[src/include/quad_enc_consts.svh]
`ifndef QUAD_ENC_CONSTS_SVH
`define QUAD_ENC_CONSTS_SVH

// Scale grating period in micrometres: one electrical cycle of travel
`define QE_GRATING_PERIOD_UM 40
// Quarter cycles per electrical cycle
`define QE_QUARTERS_PER_CYCLE 4
// Default interpolation: edges per grating period equals 4 * factor
`define QE_INTERP_FACTOR_DEF 10
// Quadrature state on which the index is gated (first high, second high)
`define QE_INDEX_GATE_STATE 2'b11
// Fault and output reset values
`define QE_PHASE_RESET 1'b0
`define QE_FAULT_RESET 1'b1

`endif

[src/include/quad_enc_pkg.sv]
package quad_enc_pkg;
    // Quadrature output phase state, in forward order
    typedef enum logic [1:0] {
        PH_00,
        PH_10,
        PH_11,
        PH_01
    } phase_type;

    typedef logic [1:0] quad_type;
endpackage : quad_enc_pkg
[src/design/quad_pin_sync.sv]
`timescale 1ns/1ns
`default_nettype none
// Three-stage synchroniser; a change counts once stages two and three agree
module quad_pin_sync #(
    parameter int WIDTH = 1,
    parameter logic [WIDTH-1:0] INIT = '0
) (
    input wire logic ref_clk_in,
    input wire logic srst_in,
    input wire logic [WIDTH-1:0] async_in,
    output logic [WIDTH-1:0] sync_out
);
    logic [WIDTH-1:0] meta_ff;
    logic [WIDTH-1:0] s2_ff;
    logic [WIDTH-1:0] s3_ff;

    if (WIDTH < 1) begin : g_bad_width
        $error("quad_pin_sync: WIDTH below 1");
    end

    genvar i;
    generate
        for (i = 0; i < WIDTH; i++) begin : g_bit
            always_ff @(posedge ref_clk_in) begin
                if (srst_in) begin
                    meta_ff[i] <= INIT[i];
                    s2_ff[i] <= INIT[i];
                    s3_ff[i] <= INIT[i];
                    sync_out[i] <= INIT[i];
                end else begin
                    meta_ff[i] <= async_in[i];
                    s2_ff[i] <= meta_ff[i];
                    s3_ff[i] <= s2_ff[i];
                    if (s2_ff[i] == s3_ff[i]) begin
                        sync_out[i] <= s3_ff[i];
                    end
                end
            end
        end
    endgenerate
endmodule : quad_pin_sync
`default_nettype wire

[src/design/quadrature_encoder_output.sv]
`timescale 1ns/1ns
`default_nettype none
`include "quad_enc_consts.svh"

// Contract
// The two channels form a quadrature pair with the second lagging the first by a quarter cycle.
// The index is high once per reference mark for exactly one quarter cycle, gated with one channel state; here at each gated state during the mark.
// The fault line is inactive in normal running and active on a fault, offered active high and active low.
// Fault is raised on supply failure, light source loss, or track signals out of limits.
// One track period equals 40 um of travel, subdivided by the interpolation into quarter steps.
// The receiver counts up when the first channel leads and down when the second leads.
module quadrature_encoder_output #(
    parameter int INTERP_FACTOR = `QE_INTERP_FACTOR_DEF,
    parameter int POS_WIDTH = 16
) (
    input wire logic ref_clk_in,
    input wire logic srst_in,
    input wire logic step_in,
    input wire logic dir_up_in,
    input wire logic ref_mark_in,
    input wire logic supply_ok_in,
    input wire logic light_ok_in,
    input wire logic signal_ok_in,
    output logic quad_phase_first_out,
    output logic quad_phase_second_out,
    output logic index_out,
    output logic fault_out,
    output logic fault_n_out,
    output logic [POS_WIDTH-1:0] position_out
);
    import quad_enc_pkg::*;

    localparam int STEPS_PER_PERIOD = `QE_QUARTERS_PER_CYCLE * INTERP_FACTOR;
    localparam int POS_WIDTH_MAX = 30;

    // Refuse settings that cannot hold a full track period of quarter steps
    if (INTERP_FACTOR < 1) begin : g_bad_factor
        $error("quadrature_encoder_output: INTERP_FACTOR below 1");
    end
    if (POS_WIDTH < 4 || POS_WIDTH > POS_WIDTH_MAX) begin : g_bad_width
        $error("quadrature_encoder_output: POS_WIDTH out of range");
    end else if (STEPS_PER_PERIOD >= (1 << POS_WIDTH)) begin : g_narrow_width
        $error("quadrature_encoder_output: POS_WIDTH too narrow for one period");
    end

    logic [2:0] pin_sync;
    logic supply_ok;
    logic light_ok;
    logic signal_ok;
    logic ref_mark_ff;
    logic ref_armed_ff;
    phase_type phase_ff;
    phase_type nxt_phase;
    logic [POS_WIDTH-1:0] pos_ff;
    logic [POS_WIDTH-1:0] nxt_pos;
    logic fault_ff;
    logic health_ok;
    logic step_ok;
    logic nxt_first;
    logic nxt_second;

    // Health pins come from the analog front end, so they are synchronised
    quad_pin_sync #(
        .WIDTH(3),
        .INIT(3'b000)
    ) u_health_sync (
        .ref_clk_in(ref_clk_in),
        .srst_in(srst_in),
        .async_in({supply_ok_in, light_ok_in, signal_ok_in}),
        .sync_out(pin_sync)
    );
    assign supply_ok = pin_sync[2];
    assign light_ok = pin_sync[1];
    assign signal_ok = pin_sync[0];

    // fault sources
    always_comb begin
        health_ok = 1'b1;
        if (!supply_ok) begin
            health_ok = 1'b0;
        end
        if (!light_ok) begin
            health_ok = 1'b0;
        end
        if (!signal_ok) begin
            health_ok = 1'b0;
        end
    end

    // fault register
    always_ff @(posedge ref_clk_in) begin
        if (srst_in) begin
            fault_ff <= `QE_FAULT_RESET;
        end else begin
            fault_ff <= !health_ok;
        end
    end

    // Steps are refused while the fault line shows, so a counter downstream
    // never sees an edge that the encoder itself does not stand behind
    assign step_ok = step_in && !fault_out;

    // quarter cycle stepping
    always_comb begin
        nxt_phase = phase_ff;
        if (step_ok) begin
            case (phase_ff)
                PH_00: nxt_phase = dir_up_in ? PH_10 : PH_01;
                PH_10: nxt_phase = dir_up_in ? PH_11 : PH_00;
                PH_11: nxt_phase = dir_up_in ? PH_01 : PH_10;
                PH_01: nxt_phase = dir_up_in ? PH_00 : PH_11;
                default: nxt_phase = PH_00;
            endcase
        end
    end

    always_ff @(posedge ref_clk_in) begin
        if (srst_in) begin
            phase_ff <= PH_00;
        end else begin
            phase_ff <= nxt_phase;
        end
    end

    // channel levels per phase
    always_comb begin
        nxt_first = 1'b0;
        nxt_second = 1'b0;
        case (nxt_phase)
            PH_00: begin
                nxt_first = 1'b0;
                nxt_second = 1'b0;
            end
            PH_10: begin
                nxt_first = 1'b1;
                nxt_second = 1'b0;
            end
            PH_11: begin
                nxt_first = 1'b1;
                nxt_second = 1'b1;
            end
            PH_01: begin
                nxt_first = 1'b0;
                nxt_second = 1'b1;
            end
            default: begin
                nxt_first = 1'b0;
                nxt_second = 1'b0;
            end
        endcase
    end

    // channels straight from flops; first leads when moving up
    always_ff @(posedge ref_clk_in) begin
        if (srst_in) begin
            quad_phase_first_out <= `QE_PHASE_RESET;
            quad_phase_second_out <= `QE_PHASE_RESET;
        end else begin
            quad_phase_first_out <= nxt_first;
            quad_phase_second_out <= nxt_second;
        end
    end

    // position in quarter steps; a track period is STEPS_PER_PERIOD of them
    always_comb begin
        nxt_pos = pos_ff;
        if (step_ok) begin
            if (dir_up_in) begin
                nxt_pos = pos_ff + 1'b1;
            end else begin
                nxt_pos = pos_ff - 1'b1;
            end
        end
    end

    // count register
    always_ff @(posedge ref_clk_in) begin
        if (srst_in) begin
            pos_ff <= '0;
        end else begin
            pos_ff <= nxt_pos;
        end
    end
    // Output copy takes the next value so it moves on the same edge as the channels
    always_ff @(posedge ref_clk_in) begin
        if (srst_in) begin
            position_out <= '0;
        end else begin
            position_out <= nxt_pos;
        end
    end

    // arm on reference mark, fire in every gating state while the mark stays high and fault_ff is clear
    always_ff @(posedge ref_clk_in) begin
        if (srst_in) begin
            ref_mark_ff <= 1'b0;
            ref_armed_ff <= 1'b0;
        end else begin
            ref_mark_ff <= ref_mark_in;
            if (ref_mark_in && !ref_mark_ff) begin
                ref_armed_ff <= 1'b1;
            end else if (!ref_mark_in) begin
                ref_armed_ff <= 1'b0;
            end
        end
    end

    // index covers exactly the gated quarter cycle
    always_ff @(posedge ref_clk_in) begin
        if (srst_in) begin
            index_out <= 1'b0;
        end else begin
            index_out <= ref_mark_in && (ref_armed_ff || ref_mark_ff) && !fault_ff &&
                         (nxt_phase == PH_11);
        end
    end

    // both polarities of fault
    always_ff @(posedge ref_clk_in) begin
        if (srst_in) begin
            fault_out <= `QE_FAULT_RESET;
            fault_n_out <= !`QE_FAULT_RESET;
        end else begin
            fault_out <= fault_ff;
            fault_n_out <= !fault_ff;
        end
    end
endmodule : quadrature_encoder_output
`default_nettype wire

[config.mk]
export PLATFORM = sky130hd
export DESIGN_NAME = quadrature_encoder_output
export DESIGN_NICKNAME = d
export VERILOG_FILES = /design/src/include/quad_enc_pkg.sv /design/src/design/quad_pin_sync.sv /design/src/design/quadrature_encoder_output.sv
export VERILOG_INCLUDE_DIRS = /design/src /design/src/include
export SDC_FILE = /design/constraint.sdc
export NUM_CORES = 1
export LEC_CHECK = 0
export ABC_AREA = 1
export BUFFER_PORTS_ARGS = -buffer_cell sky130_fd_sc_hd__buf_4
export CELL_PAD_IN_SITES_DETAIL_PLACEMENT = 2
export CELL_PAD_IN_SITES_GLOBAL_PLACEMENT = 2
export CORE_MARGIN = 1.5
export CORE_UTILIZATION = 28
export CTS_CLUSTER_DIAMETER = 60
export CTS_CLUSTER_SIZE = 30
export DETAILED_ROUTE_END_ITERATION = 8
export PLACE_DENSITY_LB_ADDON = 0.1
export SLEW_MARGIN = 30
export SYNTH_ARGS = -nofsm -noshare
export SYNTH_HDL_FRONTEND = slang
export SYNTH_SLANG_ARGS = --single-unit
export TNS_END_PERCENT = 10
[constraint.sdc]
create_clock -name ref_clk_in -period 1.8 [get_ports ref_clk_in]
set_input_delay 0.45 -clock ref_clk_in [delete_from_list [all_inputs] [get_ports ref_clk_in]]
set_output_delay 0.45 -clock ref_clk_in [all_outputs]
set_load 0.05 [all_outputs]
---- Yosys cells after proc, flatten, opt, wreduce, memory -nomap -nowiden ----
Cells that the tools add are included.
W data, S select, Z words.
word-level totals
  bits of input ports ..................... 8
  bits in registers ....................... 38
  output and inout port bits .............. 21
  word-level logic and storage cells ...... 64
operators by class
  add/sub/neg operators ................... 2
  mux-type cells .......................... 14
  reductions and logical operators ........ 16
  equality and inequality tests ........... 10
operators with widths
  cell                     number
  $add A16 B1 Y16 const B  1
  $mux W16                 1
  $sub A16 B1 Y16 const B  1
  $mux W2                  5
  $eq A2 B2 Y1 const B     4
  $pmux W2 S4              1
  $reduce_or A2 Y1         4
  $logic_and A1 B1 Y1      5
  $mux W1                  5
  $eq A2 B1 Y1 const B     2
  $logic_not A1 Y1         4
  $logic_not A2 Y1         2
  $pmux W1 S2              2
  $eq A1 B1 Y1             3
  $ne A2 B1 Y1 const B     1
  $logic_or A1 B1 Y1       1

---- Logic depth before layout (Yosys ltp) ----
  depth after elaboration ................. 6
  gate-level depth with buffers ........... 12
  mapped depth without buffers ............ 12

---- Hierarchy ----
A second synthesis with hierarchy kept.
unflattened totals
  cells, all modules ...................... 343
  area total of the unflattened synthesis .. 2,303.5 sq um
by module, submodules not included
  module                     seq. area each (sq um)  area an instance (sq um)  cells an instance  instances
  quadrature_encoder_output  520.5                   1,915.6                   302                1
  quad_pin_sync              240.2                   387.9                     41                 1

---- Worst setup path before layout ----
Ideal clock, no wire load.
  path type ............................... register to register
  start ................................... register position_out[0] (netlist name)
  end ..................................... register position_out[8]
  library setup time ...................... 0.056 ns
  buffers on the path ..................... 0
  period minus slack after synthesis ...... 1.936 ns
  stages on the path, launching flop included .. 11
  arrival ................................. 1.880 ns
  path slack .............................. -0.136 ns
  required time ........................... 1.744 ns
  cells stage by stage .................... dfxtp_1 > inv_1 > fa_1 > inv_1 > nand3_1 > nand3_1 > a21oi_1 > or2_0 > nand3_1 > nand2_1 > inv_1
RTL lines
  what                  RTL line                          RTL
  end signal, assigned  quadrature_encoder_output.sv:189  position_out <= nxt_pos;
  end, declared         quadrature_encoder_output.sv:29   output logic [POS_WIDTH-1:0] position_out

---- Final worst setup path ----
  start ................................... input port dir_up_in
  end ..................................... register position_out[9]
between the ends
  longest elaborated chain between the ends .. 1
ends and longest elaborated chain
  what             RTL line                          RTL
  start, declared  quadrature_encoder_output.sv:19   input wire logic dir_up_in,
  $mux W16         quadrature_encoder_output.sv:168  if (dir_up_in) begin
No other way between the ends.
A chain may end at the register's enable or synchronous reset.

==> out/metrics.cfg <==
[global_routing]
first_global_vias = 2468
grt_max_degree = 29
grt_pass1_wl_um = 11800
grt-ovfl-total = 0
grtUsageTotal_pct = 17.8
antenna_found_initial = 0

[floorplanning]
row_count = 32
ios = 29
die_w_um = 92.5
die-area_mm2 = 0.00856
initial_core_util_pct = 29.0
die_height_um = 92.5
coreArea_mm2 = 0.00773

[layout]
drive_gt1_share_pct = 30.8
fin_cells = 498
antenna_cells = 0
areaGrowthSynthToFinish_pct = 42.3
utilization_pct = 41.3
fin_area_mm2 = 0.00319
fin_nets = 420

[clocking]
cts_tree = built
path_clk_slew_ns = 0.08
htreeDepth = 2
clock_latency_ns = 0.30
cts_buffers = 5
cts_sinks = 38
ctsLongestPathBuffers = 2
clockRootBuffer = clkbuf_8
ctsHoldBuffers = 0

[outcome]
status = completed

[run]
max-cap-violations = 0

[power]
pwr-share-seq_pct = 42.7
p_comb_share_pct = 10.4
power_density_mw_per_mm2 = 627
p_leak_nw = 1.62
clkPwrFrac_pct = 46.9
vdd_drop_max_mv = 0.280
power_switching_w = 0.000465
internal-power_w = 0.00154
swShare_pct = 23.2
finalPower_w = 0.00200

[timing]
worstMarginPinSlew_ns = 0.329
fin_worst_skew_ns = 0.0131
slew_headroom_pct = 78.1
holdWs_ns = 0.351
slew_viol_final = 0
hold_violations = 0
period_minus_slack_ns = 1.72
fmax_mhz = 581
setup_viol = 0
fin_crit_sh_pct = 95.6
rsz0062_at_grt = true

[worst_setup_path]
critPathMostFrequentCell = nand2_1
startpoint_type = input port
endpoint_kind = flip-flop
path_cells = buf_8, clkinvlp_4, clkbuf_16, ha_4, or2_4, nand3_4, nand2_4, nand2_2, nand2_1, nand2_1, nand3_2, nand2_1, inv_1
critical_path_class = input port to flip-flop
crit_slowest_cell = or2_4
crit_required_ns = 2.00
path_max_fanout = 7
cp_num_buf_inv = 4
max_stage_delay_ns = 0.28
crit_arrival_ns = 1.92
cp_top_family = simple AND/OR/NAND/NOR gates

[hold_path]
min_path_type = input port to flip-flop

[yosys]
synth_top_cell_by_area = dfxtp_1
synth_seq_cells = 38
synthTopCellsByArea = dfxtp_1 (34%), nand2_1 (13%), inv_1 (13%), ha_1 (8.9%), nor2_1 (7.9%)
yosysSeqAreaShare_pct = 33.9
yosysWarnings = 0
postSynthAreaPerCell_um2 = 6.56
postSynthCellCount = 342
yosys.area.top_type_share_pct = 33.9
syn_nets = 367
yosysUniqueCellTypes = 26
syn_area_mm2 = 0.00224

[route]
post_drt_wl_per_cell_um = 15.1
avgViaCountPerCell = 4.60
wirelength_um = 7500
drt_iter0_drc = 31
ant_nets = 0
firstDrtPassIters = 4
dr_total_vias = 2293
drc = 0

[place]
hpwl_um = 5400
port_buffers = 28
dp_cells = 485
gp_congestion = 0.797
dpl_cell_area_mm2 = 0.00271

[kinds of logic after synthesis]
| kind of cell | share of synthesized area (%) |
|---|---|
| AND/OR/NAND/NOR | 32.5 |
| buffers and inverters | 14.0 |
| flip-flops | 33.9 |
| AO/OA/AOI/OAI | 7.42 |
| adder cells (fa/ha/maj) | 9.82 |
| XOR/XNOR | 2.34 |
[cells in the mapped netlist, drive strengths merged]
cell / number
or2: 2
dfxtp: 38
nor3: 3
nand3: 25
a21oi: 17
clkbuf: 3
o211ai: 3
nand4: 3
buf: 3
nor2: 49
nand2: 85
xnor2: 1
inv: 76
ha: 16
o21ai: 11
fa: 1
nor3b: 1
xor2: 5
[timing repair]
action / in CTS / in global routing
gates resized for setup: 3 / 55
setup endpoints to repair: 4 / 10
pin swaps: 0 / 19
cloned: 0 / 1
buffers inserted: 0 / 4
[registers in the layout, indices dropped and copies added (netlist names)]
| name | cells |
|---|---|
| fault_ff | 1 |
| u_health_sync.s2_ff | 3 |
| ref_mark_ff | 1 |
| index_out | 1 |
| u_health_sync.sync_out | 3 |
| fault_out | 1 |
| ref_armed_ff | 1 |
| fault_n_out | 1 |
| u_health_sync.meta_ff | 3 |
| phase_ff | 2 |
| quad_phase_first_out | 1 |
| quad_phase_second_out | 1 |
| u_health_sync.s3_ff | 3 |
| position_out | 16 |
[worst paths after layout]
check | from | slack (ns) | cells after the start | endpoint
setup / recovery | dir_up_in | 0.08 | 13 | position_out[9]
hold / removal | supply_ok_in | 0.35 | 3 | u_health_sync.meta_ff[2]
setup reg to reg | position_out[0] | 0.16 | 10 | position_out[8]
hold reg to reg | u_health_sync.meta_ff[2] | 0.41 | 2 | u_health_sync.s2_ff[2]
[layout by cell type (no fill, tap or decap), drive strengths merged]
master    netlist  routed
a21oi          17      17
buf             3      51
bufinv          0       2
clkbuf          3       7
clkinvlp        0       1
dfxtp          38      38
fa              1       1
ha             16      16
inv            76      75
nand2          85      85
nand3          25      25
nand4           3       3
nor2           49      49
nor3            3       3
nor3b           1       1
o211ai          3       3
o21ai          11      11
or2             2       2
xnor2           1       1
xor2            5       5
[power by group through the flow]
stage	clock (W)	combinational [W]	sequential (W)
floorplan	0	0.0000870	0.000874
global placement	0	0.000154	0.000874
detailed placement	0	0.000161	0.000875
CTS	0.000985	0.000165	0.000855
global route	0.00101	0.000230	0.000856
finish	0.000938	0.000209	0.000855
[worst reg2reg max path, delay by kind of cell (launching register included)]
| family | cells | cell delay, ns |
|---|---|---|
| adder cells (fa/ha/maj) | 1 | 0.37 |
| AO/OA/AOI/OAI | 1 | 0.08 |
| AND/OR/NAND/NOR | 5 | 0.57 |
| buffers and inverters | 3 | 0.23 |
| flip-flops | 1 | 0.35 |
[cell type report]
type,instances,area (µm²)
clock buffer,6,82.6
clock inverter,2,60.1
fill,914,4540
inverter,76,289
multi-input combinational,222,1440
sequential,38,763
tap,102,128
timing repair buffer,52,428
[through the flow]
stage / TNS [ns] / setup slack [ns]
global placement: -3.00 / -0.324
global route: -0.0731 / -0.0291
detailed placement: -3.74 / -0.420
finish: 0 / 0.0797
floorplan: -0.316 / -0.0751
CTS: -0.00560 / -0.00324
[metal layers]
metal / up-vias / wire length (µm) / part of all wire (%) / track usage (%)
li1: 1140 / - / - / -
met1: 1120 / 3270 / 44 / 21.9
met2: 25 / 3930 / 52 / 31.6
met3: 8 / 190 / 2.5 / 3.04
met4: 0 / 108 / 1.4 / 4.62
met5: - / 0 / 0 / 0
Note: power is estimated with default switching activity, not from simulation.
